## src/rtl/hssq_pkg.sv

```systemverilog
// Function
// - answering server clears the GSTN bit; pump still sends it to V.90 clients
// - host sets new config flag, pump clears it, then terminal ready starts V.8
// - VFC negotiated: pump requests the VFC module, host then goes post-connection
// - pump ends V.8 by moving the config code off the V.8 value, then requests modules
// - once requested downloads finish, the pump continues the handshake by itself
// - client: Exh/Fxh requests common PCM and V.90 modules, Cxh only common PCM
// - client code 00h: host loads legacy modules, writes 9Dh, pump continues
// - analog variant: no request for V.34, only the analog PCM module for V.90
// - pump presets address counter to all ones and writes a request code
// - no start address within 30 seconds: pump aborts by zeroing the request code
package hssq_pkg;

  // ----------------------------------------------------------------
  // clock and timing
  // ----------------------------------------------------------------
  localparam int CLK_HZ         = 25_000_000;
  localparam int DL_TIMEOUT_S   = 30;
  localparam int DL_TIMEOUT_CYC = DL_TIMEOUT_S * CLK_HZ;

  // ----------------------------------------------------------------
  // dsp ram locations
  // ----------------------------------------------------------------
  localparam logic [11:0] ADR_GSTN_CTRL  = 12'h304;
  localparam logic [11:0] ADR_V34_START  = 12'h309;
  localparam logic [11:0] ADR_PCM_FALLBK = 12'h406;
  localparam logic [11:0] ADR_PROP_START = 12'h409;
  localparam logic [11:0] ADR_V90_START  = 12'h6a2;
  localparam logic [11:0] ADR_V90_CAP    = 12'h6a3;
  localparam int          GSTN_BIT       = 4;
  localparam logic [7:0]  RAM_RESET      = 8'h00;

  // ----------------------------------------------------------------
  // configuration codes and request codes
  // ----------------------------------------------------------------
  localparam logic [7:0]  CFG_V8        = 8'haa;
  localparam logic [7:0]  CFG_PROP      = 8'h00;
  localparam logic [7:0]  CFG_PROP_RUN  = 8'h9d;
  localparam logic [3:0]  NIB_V90_E     = 4'he;
  localparam logic [3:0]  NIB_V90_F     = 4'hf;
  localparam logic [3:0]  NIB_V34       = 4'hc;
  localparam logic [7:0]  REQ_NONE      = 8'h00;
  localparam logic [7:0]  REQ_PCM_COMM  = 8'h43;
  localparam logic [7:0]  REQ_VFC       = 8'h48;
  localparam logic [7:0]  REQ_V90       = 8'h4a;
  localparam logic [15:0] ADR_CNT_PRE   = 16'hffff;
  localparam logic [15:0] ADR_CNT_RESET = 16'h0000;

  // ----------------------------------------------------------------
  // sequencer states
  // ----------------------------------------------------------------
  typedef enum logic [2:0] {
    HSSQ_IDLE,
    HSSQ_ARMED,
    HSSQ_V8,
    HSSQ_WAIT_ADR,
    HSSQ_LOAD,
    HSSQ_PROP,
    HSSQ_DONE
  } hssq_state_t;

endpackage : hssq_pkg

```

## src/rtl/hssq_top.sv

```systemverilog
`timescale 1ns/100ps
// ----------------------------------------------------------------
// pump-side startup sequencer: config accept, V.8 run, module requests
// ----------------------------------------------------------------
module hssq_top #(
  parameter int TIMEOUT_CYC = hssq_pkg::DL_TIMEOUT_CYC,
  parameter bit AFE_VARIANT = 1'b0
) (
  input  wire logic        clk,
  input  wire logic        sys_rst,
  input  wire logic        role_server,
  input  wire logic        originate_select,
  input  wire logic        terminal_ready,
  input  wire logic        ram_wr,
  input  wire logic        ram_rd,
  input  wire logic [11:0] ram_addr,
  input  wire logic [7:0]  ram_wdata,
  input  wire logic        cfg_wr,
  input  wire logic [7:0]  cfg_wdata,
  input  wire logic        flag_set,
  input  wire logic        code_clr,
  input  wire logic        adr_wr,
  input  wire logic [15:0] adr_wdata,
  input  wire logic        v8_done,
  input  wire logic [7:0]  v8_code,
  input  wire logic        v8_vfc,
  input  wire logic        far_v90,
  output logic [7:0]       ram_rdata,
  output logic [7:0]       config_code,
  output logic             new_config_flag,
  output logic [7:0]       download_request_code,
  output logic [15:0]      ram_adr_cnt,
  output logic             v8_start,
  output logic             handshake_go,
  output logic             gstn_octet_send,
  output logic             download_abort
);
  import hssq_pkg::*;

  // ----------------------------------------------------------------
  // state
  // ----------------------------------------------------------------
  typedef struct packed {
    hssq_state_t st;
    logic [7:0]  cfg;
    logic        nflag;
    logic [7:0]  code;
    logic [7:0]  pend;
    logic [15:0] adr;
    logic        v8;
    logic        go;
    logic        gstn;
    logic        abort;
    logic [7:0]  rdata;
    logic [7:0]  r304;
    logic [7:0]  r309;
    logic [7:0]  r406;
    logic [7:0]  r409;
    logic [7:0]  r6a2;
    logic [7:0]  r6a3;
  } hssq_regs_t;

  hssq_regs_t q, d;
  logic       tmo_expired;

  // ----------------------------------------------------------------
  // start-address wait timer
  // ----------------------------------------------------------------
  hssq_timer #(
    .CYC (TIMEOUT_CYC)
  ) u_adr_timer (
    .clk     (clk),
    .sys_rst (sys_rst),
    .run     (q.st == HSSQ_WAIT_ADR),
    .expired (tmo_expired)
  );

  // ----------------------------------------------------------------
  // next state
  // ----------------------------------------------------------------
  always_comb begin
    d       = q;
    d.go    = 1'b0;
    d.abort = 1'b0;

    // host writes into dsp ram locations
    if (ram_wr) begin
      if (ram_addr == ADR_GSTN_CTRL) begin
        d.r304 = ram_wdata;
      end else if (ram_addr == ADR_V34_START) begin
        d.r309 = ram_wdata;
      end else if (ram_addr == ADR_PCM_FALLBK) begin
        d.r406 = ram_wdata;
      end else if (ram_addr == ADR_PROP_START) begin
        d.r409 = ram_wdata;
      end else if (ram_addr == ADR_V90_START) begin
        d.r6a2 = ram_wdata;
      end else if (ram_addr == ADR_V90_CAP) begin
        d.r6a3 = ram_wdata;
      end
    end

    // reads of unmapped locations return zero
    if (ram_rd) begin
      if (ram_addr == ADR_GSTN_CTRL) begin
        d.rdata = q.r304;
      end else if (ram_addr == ADR_V34_START) begin
        d.rdata = q.r309;
      end else if (ram_addr == ADR_PCM_FALLBK) begin
        d.rdata = q.r406;
      end else if (ram_addr == ADR_PROP_START) begin
        d.rdata = q.r409;
      end else if (ram_addr == ADR_V90_START) begin
        d.rdata = q.r6a2;
      end else if (ram_addr == ADR_V90_CAP) begin
        d.rdata = q.r6a3;
      end else begin
        d.rdata = RAM_RESET;
      end
    end

    // host may rewrite the configuration code at any time
    if (cfg_wr) begin
      d.cfg = cfg_wdata;
    end

    // octet goes out when enabled, and on an answering server whenever the
    // caller is V.90 capable even though the host left it off
    d.gstn = q.r304[GSTN_BIT] |
             (role_server & ~originate_select & far_v90);

    case (q.st)
      HSSQ_IDLE: begin
        // accept any new configuration; only the V.8 value arms the start
        if (q.nflag) begin
          d.nflag = 1'b0;
          if (q.cfg == CFG_V8) begin
            d.st = HSSQ_ARMED;
          end
        end
      end
      HSSQ_ARMED: begin
        if (terminal_ready) begin
          d.v8 = 1'b1;
          d.st = HSSQ_V8;
        end
      end
      HSSQ_V8: begin
        if (v8_vfc) begin
          // vfc needs its own module before anything else runs
          d.code = REQ_VFC;
          d.adr  = ADR_CNT_PRE;
          d.pend = REQ_NONE;
          d.st   = HSSQ_WAIT_ADR;
        end else if (v8_done) begin
          d.v8  = 1'b0;
          d.cfg = v8_code;
          if (v8_code[7:4] == NIB_V90_E || v8_code[7:4] == NIB_V90_F) begin
            d.adr = ADR_CNT_PRE;
            d.st  = HSSQ_WAIT_ADR;
            if (AFE_VARIANT) begin
              d.code = REQ_V90;
              d.pend = REQ_NONE;
            end else begin
              d.code = REQ_PCM_COMM;
              d.pend = REQ_V90;
            end
          end else if (v8_code[7:4] == NIB_V34 && !AFE_VARIANT) begin
            d.code = REQ_PCM_COMM;
            d.pend = REQ_NONE;
            d.adr  = ADR_CNT_PRE;
            d.st   = HSSQ_WAIT_ADR;
          end else if (v8_code == CFG_PROP && !role_server) begin
            d.st = HSSQ_PROP;
          end else begin
            // modes already resident: analog V.34 and the rest
            d.go = 1'b1;
            d.st = HSSQ_DONE;
          end
        end
      end
      HSSQ_WAIT_ADR: begin
        if (adr_wr) begin
          d.adr = adr_wdata;
          d.st  = HSSQ_LOAD;
        end else if (tmo_expired) begin
          d.code  = REQ_NONE;
          d.abort = 1'b1;
          d.st    = HSSQ_DONE;
        end
      end
      HSSQ_LOAD: begin
        // host zeroes the code after the last byte of the module
        if (code_clr) begin
          if (q.pend != REQ_NONE) begin
            d.code = q.pend;
            d.pend = REQ_NONE;
            d.adr  = ADR_CNT_PRE;
            d.st   = HSSQ_WAIT_ADR;
          end else begin
            d.code = REQ_NONE;
            d.go   = 1'b1;
            d.st   = HSSQ_DONE;
          end
        end
      end
      HSSQ_PROP: begin
        // legacy handshake resumes on the run code, no flag needed
        if (cfg_wr && cfg_wdata == CFG_PROP_RUN) begin
          d.go = 1'b1;
          d.st = HSSQ_DONE;
        end
      end
      HSSQ_DONE: begin
        // a fresh configuration restarts the sequence
        if (q.nflag) begin
          d.st = HSSQ_IDLE;
        end
      end
      default: begin
        d.st = HSSQ_IDLE;
      end
    endcase

    // host setting the flag wins over the pump clearing it
    if (flag_set) begin
      d.nflag = 1'b1;
    end
  end

  // ----------------------------------------------------------------
  // registers
  // ----------------------------------------------------------------
  always_ff @(posedge clk) begin
    if (sys_rst) begin
      q       <= '0;
      q.st    <= HSSQ_IDLE;
      q.cfg   <= RAM_RESET;
      q.code  <= REQ_NONE;
      q.pend  <= REQ_NONE;
      q.adr   <= ADR_CNT_RESET;
      q.rdata <= RAM_RESET;
    end else begin
      q <= d;
    end
  end

  // outputs come straight from the state register
  assign ram_rdata             = q.rdata;
  assign config_code           = q.cfg;
  assign new_config_flag       = q.nflag;
  assign download_request_code = q.code;
  assign ram_adr_cnt           = q.adr;
  assign v8_start              = q.v8;
  assign handshake_go          = q.go;
  assign gstn_octet_send       = q.gstn;
  assign download_abort        = q.abort;

  // ----------------------------------------------------------------
  // assertions
  // ----------------------------------------------------------------
  a_flag_cleared: assert property (@(posedge clk) disable iff (sys_rst)
    (q.st == HSSQ_IDLE && new_config_flag && !flag_set) |=> !new_config_flag)
    else $error("new config flag not cleared by pump");

  a_v8_needs_arm: assert property (@(posedge clk) disable iff (sys_rst)
    $rose(v8_start) |-> $past(q.st) == HSSQ_ARMED && $past(terminal_ready))
    else $error("V.8 started without accepted config and terminal ready");

  a_code_moves: assert property (@(posedge clk) disable iff (sys_rst)
    (q.st == HSSQ_V8 && v8_done && !v8_vfc) |=> config_code == $past(v8_code) && !v8_start)
    else $error("config code not updated at end of V.8");

  a_vfc_request: assert property (@(posedge clk) disable iff (sys_rst)
    (q.st == HSSQ_V8 && v8_vfc) |=> download_request_code == REQ_VFC)
    else $error("vfc module not requested");

  a_v90_pair: assert property (@(posedge clk) disable iff (sys_rst)
    (q.st == HSSQ_V8 && v8_done && !v8_vfc && !AFE_VARIANT &&
     (v8_code[7:4] == NIB_V90_E || v8_code[7:4] == NIB_V90_F))
    |=> download_request_code == REQ_PCM_COMM ##1 q.pend == REQ_V90)
    else $error("V.90 module pair not requested");

  a_afe_v34: assert property (@(posedge clk) disable iff (sys_rst)
    (q.st == HSSQ_V8 && v8_done && !v8_vfc && AFE_VARIANT && v8_code[7:4] == NIB_V34)
    |=> download_request_code == REQ_NONE && handshake_go)
    else $error("analog variant requested a module for V.34");

  a_preset_adr: assert property (@(posedge clk) disable iff (sys_rst)
    ($changed(download_request_code) && download_request_code != REQ_NONE)
    |-> ram_adr_cnt == ADR_CNT_PRE)
    else $error("address counter not preset with request");

  a_abort_zero: assert property (@(posedge clk) disable iff (sys_rst)
    download_abort |-> download_request_code == REQ_NONE && $past(q.st) == HSSQ_WAIT_ADR)
    else $error("abort without zeroed request code");

  a_go_after_load: assert property (@(posedge clk) disable iff (sys_rst)
    (q.st == HSSQ_LOAD && code_clr && q.pend == REQ_NONE) |=> handshake_go ##1 !handshake_go)
    else $error("handshake not continued after download");

  a_prop_resume: assert property (@(posedge clk) disable iff (sys_rst)
    (q.st == HSSQ_PROP && cfg_wr && cfg_wdata == CFG_PROP_RUN) |=> handshake_go)
    else $error("legacy handshake not resumed on run code");

  a_gstn_auto: assert property (@(posedge clk) disable iff (sys_rst)
    (role_server && !originate_select && far_v90) |=> gstn_octet_send)
    else $error("octet not sent to V.90 caller");

  c_vfc_load: cover property (@(posedge clk) disable iff (sys_rst)
    download_request_code == REQ_VFC ##[1:50] handshake_go);

  c_abort: cover property (@(posedge clk) disable iff (sys_rst)
    download_abort);

  c_pair_done: cover property (@(posedge clk) disable iff (sys_rst)
    download_request_code == REQ_V90 ##[1:50] handshake_go);

endmodule : hssq_top

```

## src/rtl/hssq_timer.sv

```systemverilog
`timescale 1ns/100ps
// ----------------------------------------------------------------
// wait timer: counts while run is high, restarts when run drops
// ----------------------------------------------------------------
module hssq_timer #(
  parameter int CYC = 16,
  parameter int W   = $clog2(CYC + 1)
) (
  input  wire logic clk,
  input  wire logic sys_rst,
  input  wire logic run,
  output logic      expired
);
  import hssq_pkg::*;

  typedef struct packed {
    logic [W-1:0] cnt;
    logic         exp;
  } hssq_tmr_t;

  localparam logic [W-1:0] LAST = W'(CYC - 1);

  hssq_tmr_t q, d;

  // count up to the limit, then an expiry flag that holds until run drops
  always_comb begin
    d = q;
    if (!run) begin
      d.cnt = '0;
      d.exp = 1'b0;
    end else if (q.cnt == LAST) begin
      d.exp = 1'b1;
    end else begin
      d.cnt = q.cnt + W'(1);
    end
  end

  always_ff @(posedge clk) begin
    if (sys_rst) begin
      q <= '0;
    end else begin
      q <= d;
    end
  end

  assign expired = q.exp;

endmodule : hssq_timer

```

## config.mk

```make
export PLATFORM = sky130hd
export DESIGN_NAME = hssq_top
export DESIGN_NICKNAME = d
export VERILOG_FILES = /design/src/rtl/hssq_pkg.sv /design/src/rtl/hssq_top.sv /design/src/rtl/hssq_timer.sv
export SDC_FILE = /design/constraint.sdc
export NUM_CORES = 1
export LEC_CHECK = 0
export BUFFER_PORTS_ARGS = -buffer_cell sky130_fd_sc_hd__clkbuf_2
export CAP_MARGIN = 40
export CORE_MARGIN = 1
export CORE_UTILIZATION = 35
export CTS_CLUSTER_DIAMETER = 40
export DETAILED_ROUTE_END_ITERATION = 16
export PLACE_DENSITY = 0.54
export SKIP_LAST_GASP = 1
export SLEW_MARGIN = 10
export SYNTH_ARGS = -nofsm -noshare
export SYNTH_HDL_FRONTEND = slang
export SYNTH_SLANG_ARGS = --single-unit
```

## constraint.sdc

```tcl
create_clock -name clk -period 1.9 [get_ports clk]
set_input_delay 0.19 -clock clk [delete_from_list [all_inputs] [get_ports clk]]
set_output_delay 0.19 -clock clk [all_outputs]
set_load 0.1 [all_outputs]
```

==> out/qor.txt <==
==========================================================================================
Worst slew margin relative to its limit                                              60.6%
First-pass iteration count of the detailed router                                        5
Synth Area in Compound Gates                                                         16.5%
CTS clock-pin slew for the worst setup and hold paths                              0.06 ns
Ranking of synthesized cells by area                                          sky130_fd_sc_hd__dfxtp_1, sky130_fd_sc_hd__mux2i_1, sky130_fd_sc_hd__nor2_1
Layout overhead on the synthesized area                                              22.5%
Top-level port count                                                                   111
Post-synthesis sequential element count                                                125
Share of synthesized cell area in full adder, half adder and majority cells         0.199%
Post-detailed-route DRC marker count                                                     0
Fmax                                                                               551 MHz
Actual transition at the worst max-transition pin                                 0.593 ns
Cell count after placement                                                            1028
Vias                                                                                  5641
Count of max-cap constraint violations                                                   0
Number of nets at the end of the flow                                                  890
Worst slack at placement                                                        -0.0159 ns
Vias in the first global route                                                        5410
Number of cells produced by synthesis                                                  724
Startpoint of the lowest-slack register-to-register path                      q[103]$_SDFFE_PP0P_
Detailed-placement wirelength estimate                                             11.5 mm
Port-buffer cells                                                                      110
Yosys top cell area share                                                            39.9%
Worst setup path endpoint                                                     q[82]$_SDFFE_PP0P_
Final antenna-violating net count                                                        0
Core ar.                                                                         17400 um2
Cell Count, Final, Fillers Out                                                        1059
Number of cells on the worst hold path                                                   3
Clock tree from TritonCTS                                                            built
Die Area                                                                         18500 um2
Syn. warnings                                                                            0
Post-route cell area                                                              7690 um2
Number of hold violations in the final report                                            0
Diodes inserted                                                                          0
Synth Net Count                                                                        791
Xor-xnor portion of the synthesized cell area                                        2.93%
Area after DPL                                                                    7060 um2
Commonest non-fill, non-tap cells in the layout                               sky130_fd_sc_hd__dfxtp_1, sky130_fd_sc_hd__clkbuf_2, sky130_fd_sc_hd__nor2_1, sky130_fd_sc_hd__nand2_1, sky130_fd_sc_hd__mux2i_1
Drt via density                                                                       5.33
LEAKAGE                                                                            2.98 nW
Crit path DAT                                                                      2.12 ns
Antenna violations before repair                                                         0
Number of DRC markers in iteration 0                                                   317
First-pass GRT wire length                                                         25.9 mm
Height of the die                                                                   136 um
RePlAce Congestion                                                                   0.886
Data required time of the worst path                                               2.20 ns
Clock latency on the worst-skew pair                                               0.41 ns
Biggest area consumer among synthesized cells                                 sky130_fd_sc_hd__dfxtp_1
Clock root buffer                                                             sky130_fd_sc_hd__clkbuf_16
Crit path setup slack, layout                                                    0.0858 ns
Number of buffers added to fix hold violations after cts                                 0
Worst Skew                                                                      0.00859 ns
Average cell area after synthesis                                                 8.66 um2
Startpoint type of the worst setup path                                               flop
Total GRT Usage                                                                      17.5%
Depth of the worst register-to-register path                                             7
Outcome                                                                       finished clean
Cell area after synthesis                                                         6270 um2
Post-synthesis simple-gate area fraction                                             23.7%
Horiz. Die Dim                                                                      136 um
Hold wc startpoint                                                            adr_wdata[8]
Ys flop type                                                                  sky130_fd_sc_hd__dfxtp_1
Number of clock buffers inserted by TritonCTS                                           17
Post-layout minimum cycle time                                                     1.81 ns
Number of distinct library cells after synthesis                                        65
Worst-path maximum fanout                                                               15
Combinational family with the most area after synthesis                       simple AND/OR/NAND/NOR gates
Critical path start-end classification                                        flop to flop
Fraction of final layout cells with drive strength greater than 1                    25.9%
Final count of pins violating max slew                                                   0
Internal reg-to-reg setup slack                                                    0.09 ns
Power density normalized to cell area                                           832 nW/um2
Worst hold margin                                                                0.0201 ns
Post-synth EDFFs                                                                         0
Category of the worst setup path capture point                                        flop
Total wire length                                                                  15.8 mm
Initial core utilization                                                             36.0%
Leading cell type in the layout, fill and taps excluded                       sky130_fd_sc_hd__dfxtp_1
Launch point of the critical path                                             q[103]$_SDFFE_PP0P_
Share of the clock period used by the worst path after layout                        95.5%
Pin count of the biggest net entering global routing                                    85
Overall overflow remaining after global route                                            0
Number of failing setup endpoints in the final timing report                             0
Buffer levels on the longest clock path                                                  2
Terminus of the critical flop-to-flop path                                    q[82]$_SDFFE_PP0P_
Share of async-settable or async-resettable flops after synthesis                       0%
Share of the yosys chip area belonging to registers                                  39.9%
VDD IR max                                                                      0.000633 V
Deepest level of the CTS H-tree                                                          4
Clock sinks                                                                            125
Worst min-delay path category                                                 primary input to flop
RSZ-0062 raised after global routing                                                    no
Multiplexer fraction of the synthesized cell area                                    8.14%
Post-detailed-route wirelength per cell                                            15.0 um
# rows                                                                                  48
==========================================================================================
[how the worst min path moves through the flow]
stage / end / slack (ns)
finish: ram_adr_cnt[8]$_SDFFE_PP0P_ / 0.02
global route: ram_adr_cnt[9]$_SDFFE_PP0P_ / 0.01
CTS: ram_adr_cnt[6]$_SDFFE_PP0P_ / 0.006
detailed placement: q[45]$_SDFFE_PP0P_ / 0.44
global placement: q[46]$_SDFFE_PP0P_ / 0.44
floorplan: new_config_flag$_SDFFE_PP0P_ / 0.31
[synth_stat cells (2+ instances only)]
| master | number |
|---|---|
| sky130_fd_sc_hd__and4b_1 | 2 |
| sky130_fd_sc_hd__or4b_4 | 2 |
| sky130_fd_sc_hd__o22a_1 | 2 |
| sky130_fd_sc_hd__inv_2 | 4 |
| sky130_fd_sc_hd__o21ai_0 | 11 |
| sky130_fd_sc_hd__buf_4 | 40 |
| sky130_fd_sc_hd__inv_1 | 14 |
| sky130_fd_sc_hd__nor4_4 | 3 |
| sky130_fd_sc_hd__a311oi_1 | 18 |
| sky130_fd_sc_hd__nor4b_1 | 7 |
| sky130_fd_sc_hd__and3_1 | 9 |
| sky130_fd_sc_hd__o221ai_1 | 7 |
| sky130_fd_sc_hd__xor2_1 | 13 |
| sky130_fd_sc_hd__o211ai_1 | 8 |
| sky130_fd_sc_hd__nand2_1 | 57 |
| sky130_fd_sc_hd__xnor2_1 | 8 |
| sky130_fd_sc_hd__nor2_1 | 90 |
| sky130_fd_sc_hd__nand4_1 | 16 |
| sky130_fd_sc_hd__clkbuf_1 | 29 |
| sky130_fd_sc_hd__a31oi_1 | 28 |
| sky130_fd_sc_hd__a22oi_1 | 6 |
| sky130_fd_sc_hd__mux2i_1 | 51 |
| sky130_fd_sc_hd__o21ai_1 | 4 |
| sky130_fd_sc_hd__nor2b_1 | 2 |
| sky130_fd_sc_hd__buf_1 | 3 |
| sky130_fd_sc_hd__and4_1 | 4 |
| sky130_fd_sc_hd__o2111ai_1 | 2 |
| sky130_fd_sc_hd__nand3b_1 | 6 |
| sky130_fd_sc_hd__dfxtp_1 | 125 |
| sky130_fd_sc_hd__nand3_1 | 37 |
| sky130_fd_sc_hd__nor4_1 | 5 |
| sky130_fd_sc_hd__or3_1 | 7 |
| sky130_fd_sc_hd__a21oi_1 | 28 |
| sky130_fd_sc_hd__nor3_1 | 11 |
| sky130_fd_sc_hd__nor3b_1 | 5 |
| sky130_fd_sc_hd__nor4b_2 | 2 |
| sky130_fd_sc_hd__a211oi_1 | 14 |
| sky130_fd_sc_hd__nand2b_1 | 8 |
| sky130_fd_sc_hd__buf_2 | 9 |
| sky130_fd_sc_hd__nand4bb_1 | 2 |
[registers in the layout, indices dropped and copies added (netlist names)]
register	count
u_adr_timer.q	30
new_config_flag	1
q	52
handshake_go	1
gstn_octet_send	1
u_adr_timer.expired	1
ram_adr_cnt	16
download_request_code	5
v8_start	1
ram_rdata	8
download_abort	1
config_code	8
[cell type report]
class,count,area [um2]
clock buffer,20,457
clock inverter,10,141
fill,1752,9730
inverter,18,67.6
multi-input combinational,499,3240
sequential,125,2500
tap,225,282
timing repair buffer,162,991
[critical path, stage by stage, from the launching register on]
cell	delay [ns]
sky130_fd_sc_hd__dfxtp_1	0.30
sky130_fd_sc_hd__buf_4	0.17
sky130_fd_sc_hd__nor4b_1	0.31
sky130_fd_sc_hd__o21ai_1	0.11
sky130_fd_sc_hd__buf_4	0.17
sky130_fd_sc_hd__buf_4	0.19
sky130_fd_sc_hd__and3_1	0.23
sky130_fd_sc_hd__a32o_1	0.24
[metrics by stage]
| stage | TNS [ns] | power [mW] | util, % |
|---|---|---|---|
| 5_1_grt | 0 | 6.62 | 44.1 |
| 6_report | 0 | 6.39 | 44.1 |
| 3_3_place_gp | 0 | 3.15 | 40.5 |
| 4_1_cts | 0 | 6.46 | 44.0 |
| 2_1_floorplan | 0 | 3.00 | - |
| 3_5_place_dp | -0.0942 | 3.15 | 40.5 |
[power breakdown]
group / switching [mW] / leakage [nW] / internal, mW
logic: 0.312 / 1.69 / 0.130
registers: 0.0143 / 1.01 / 2.64
clock network: 1.18 / 0.288 / 2.12
total: 1.50 / 2.98 / 4.89
[cell families (layout without fill, tap and decap cells)]
family,count (synthesis),count (layout)
multiplexers,51,51
XOR/XNOR,21,21
AO/OA/AOI/OAI,144,144
AND/OR/NAND/NOR,282,282
adder cells (fa/ha/maj),1,1
buffers and inverters,100,210
flip-flops,125,125
[routing by layer]
metal,share of wire [%],wire length [um],GRT usage (%),up-vias
li1,-,-,-,2801
met1,47,7450,23.0,2667
met2,47,7380,28.6,160
met3,5.3,842,4.03,13
met4,1.1,170,4.81,0
met5,0,0,0,-
[repair_timing]
item,4_1_cts,5_1_grt
pin swaps,0,2
resized for setup,1,6
endpoints found under the setup margin,8,19
setup buffers,0,1
Note: power is estimated with default switching activity, not from simulation.
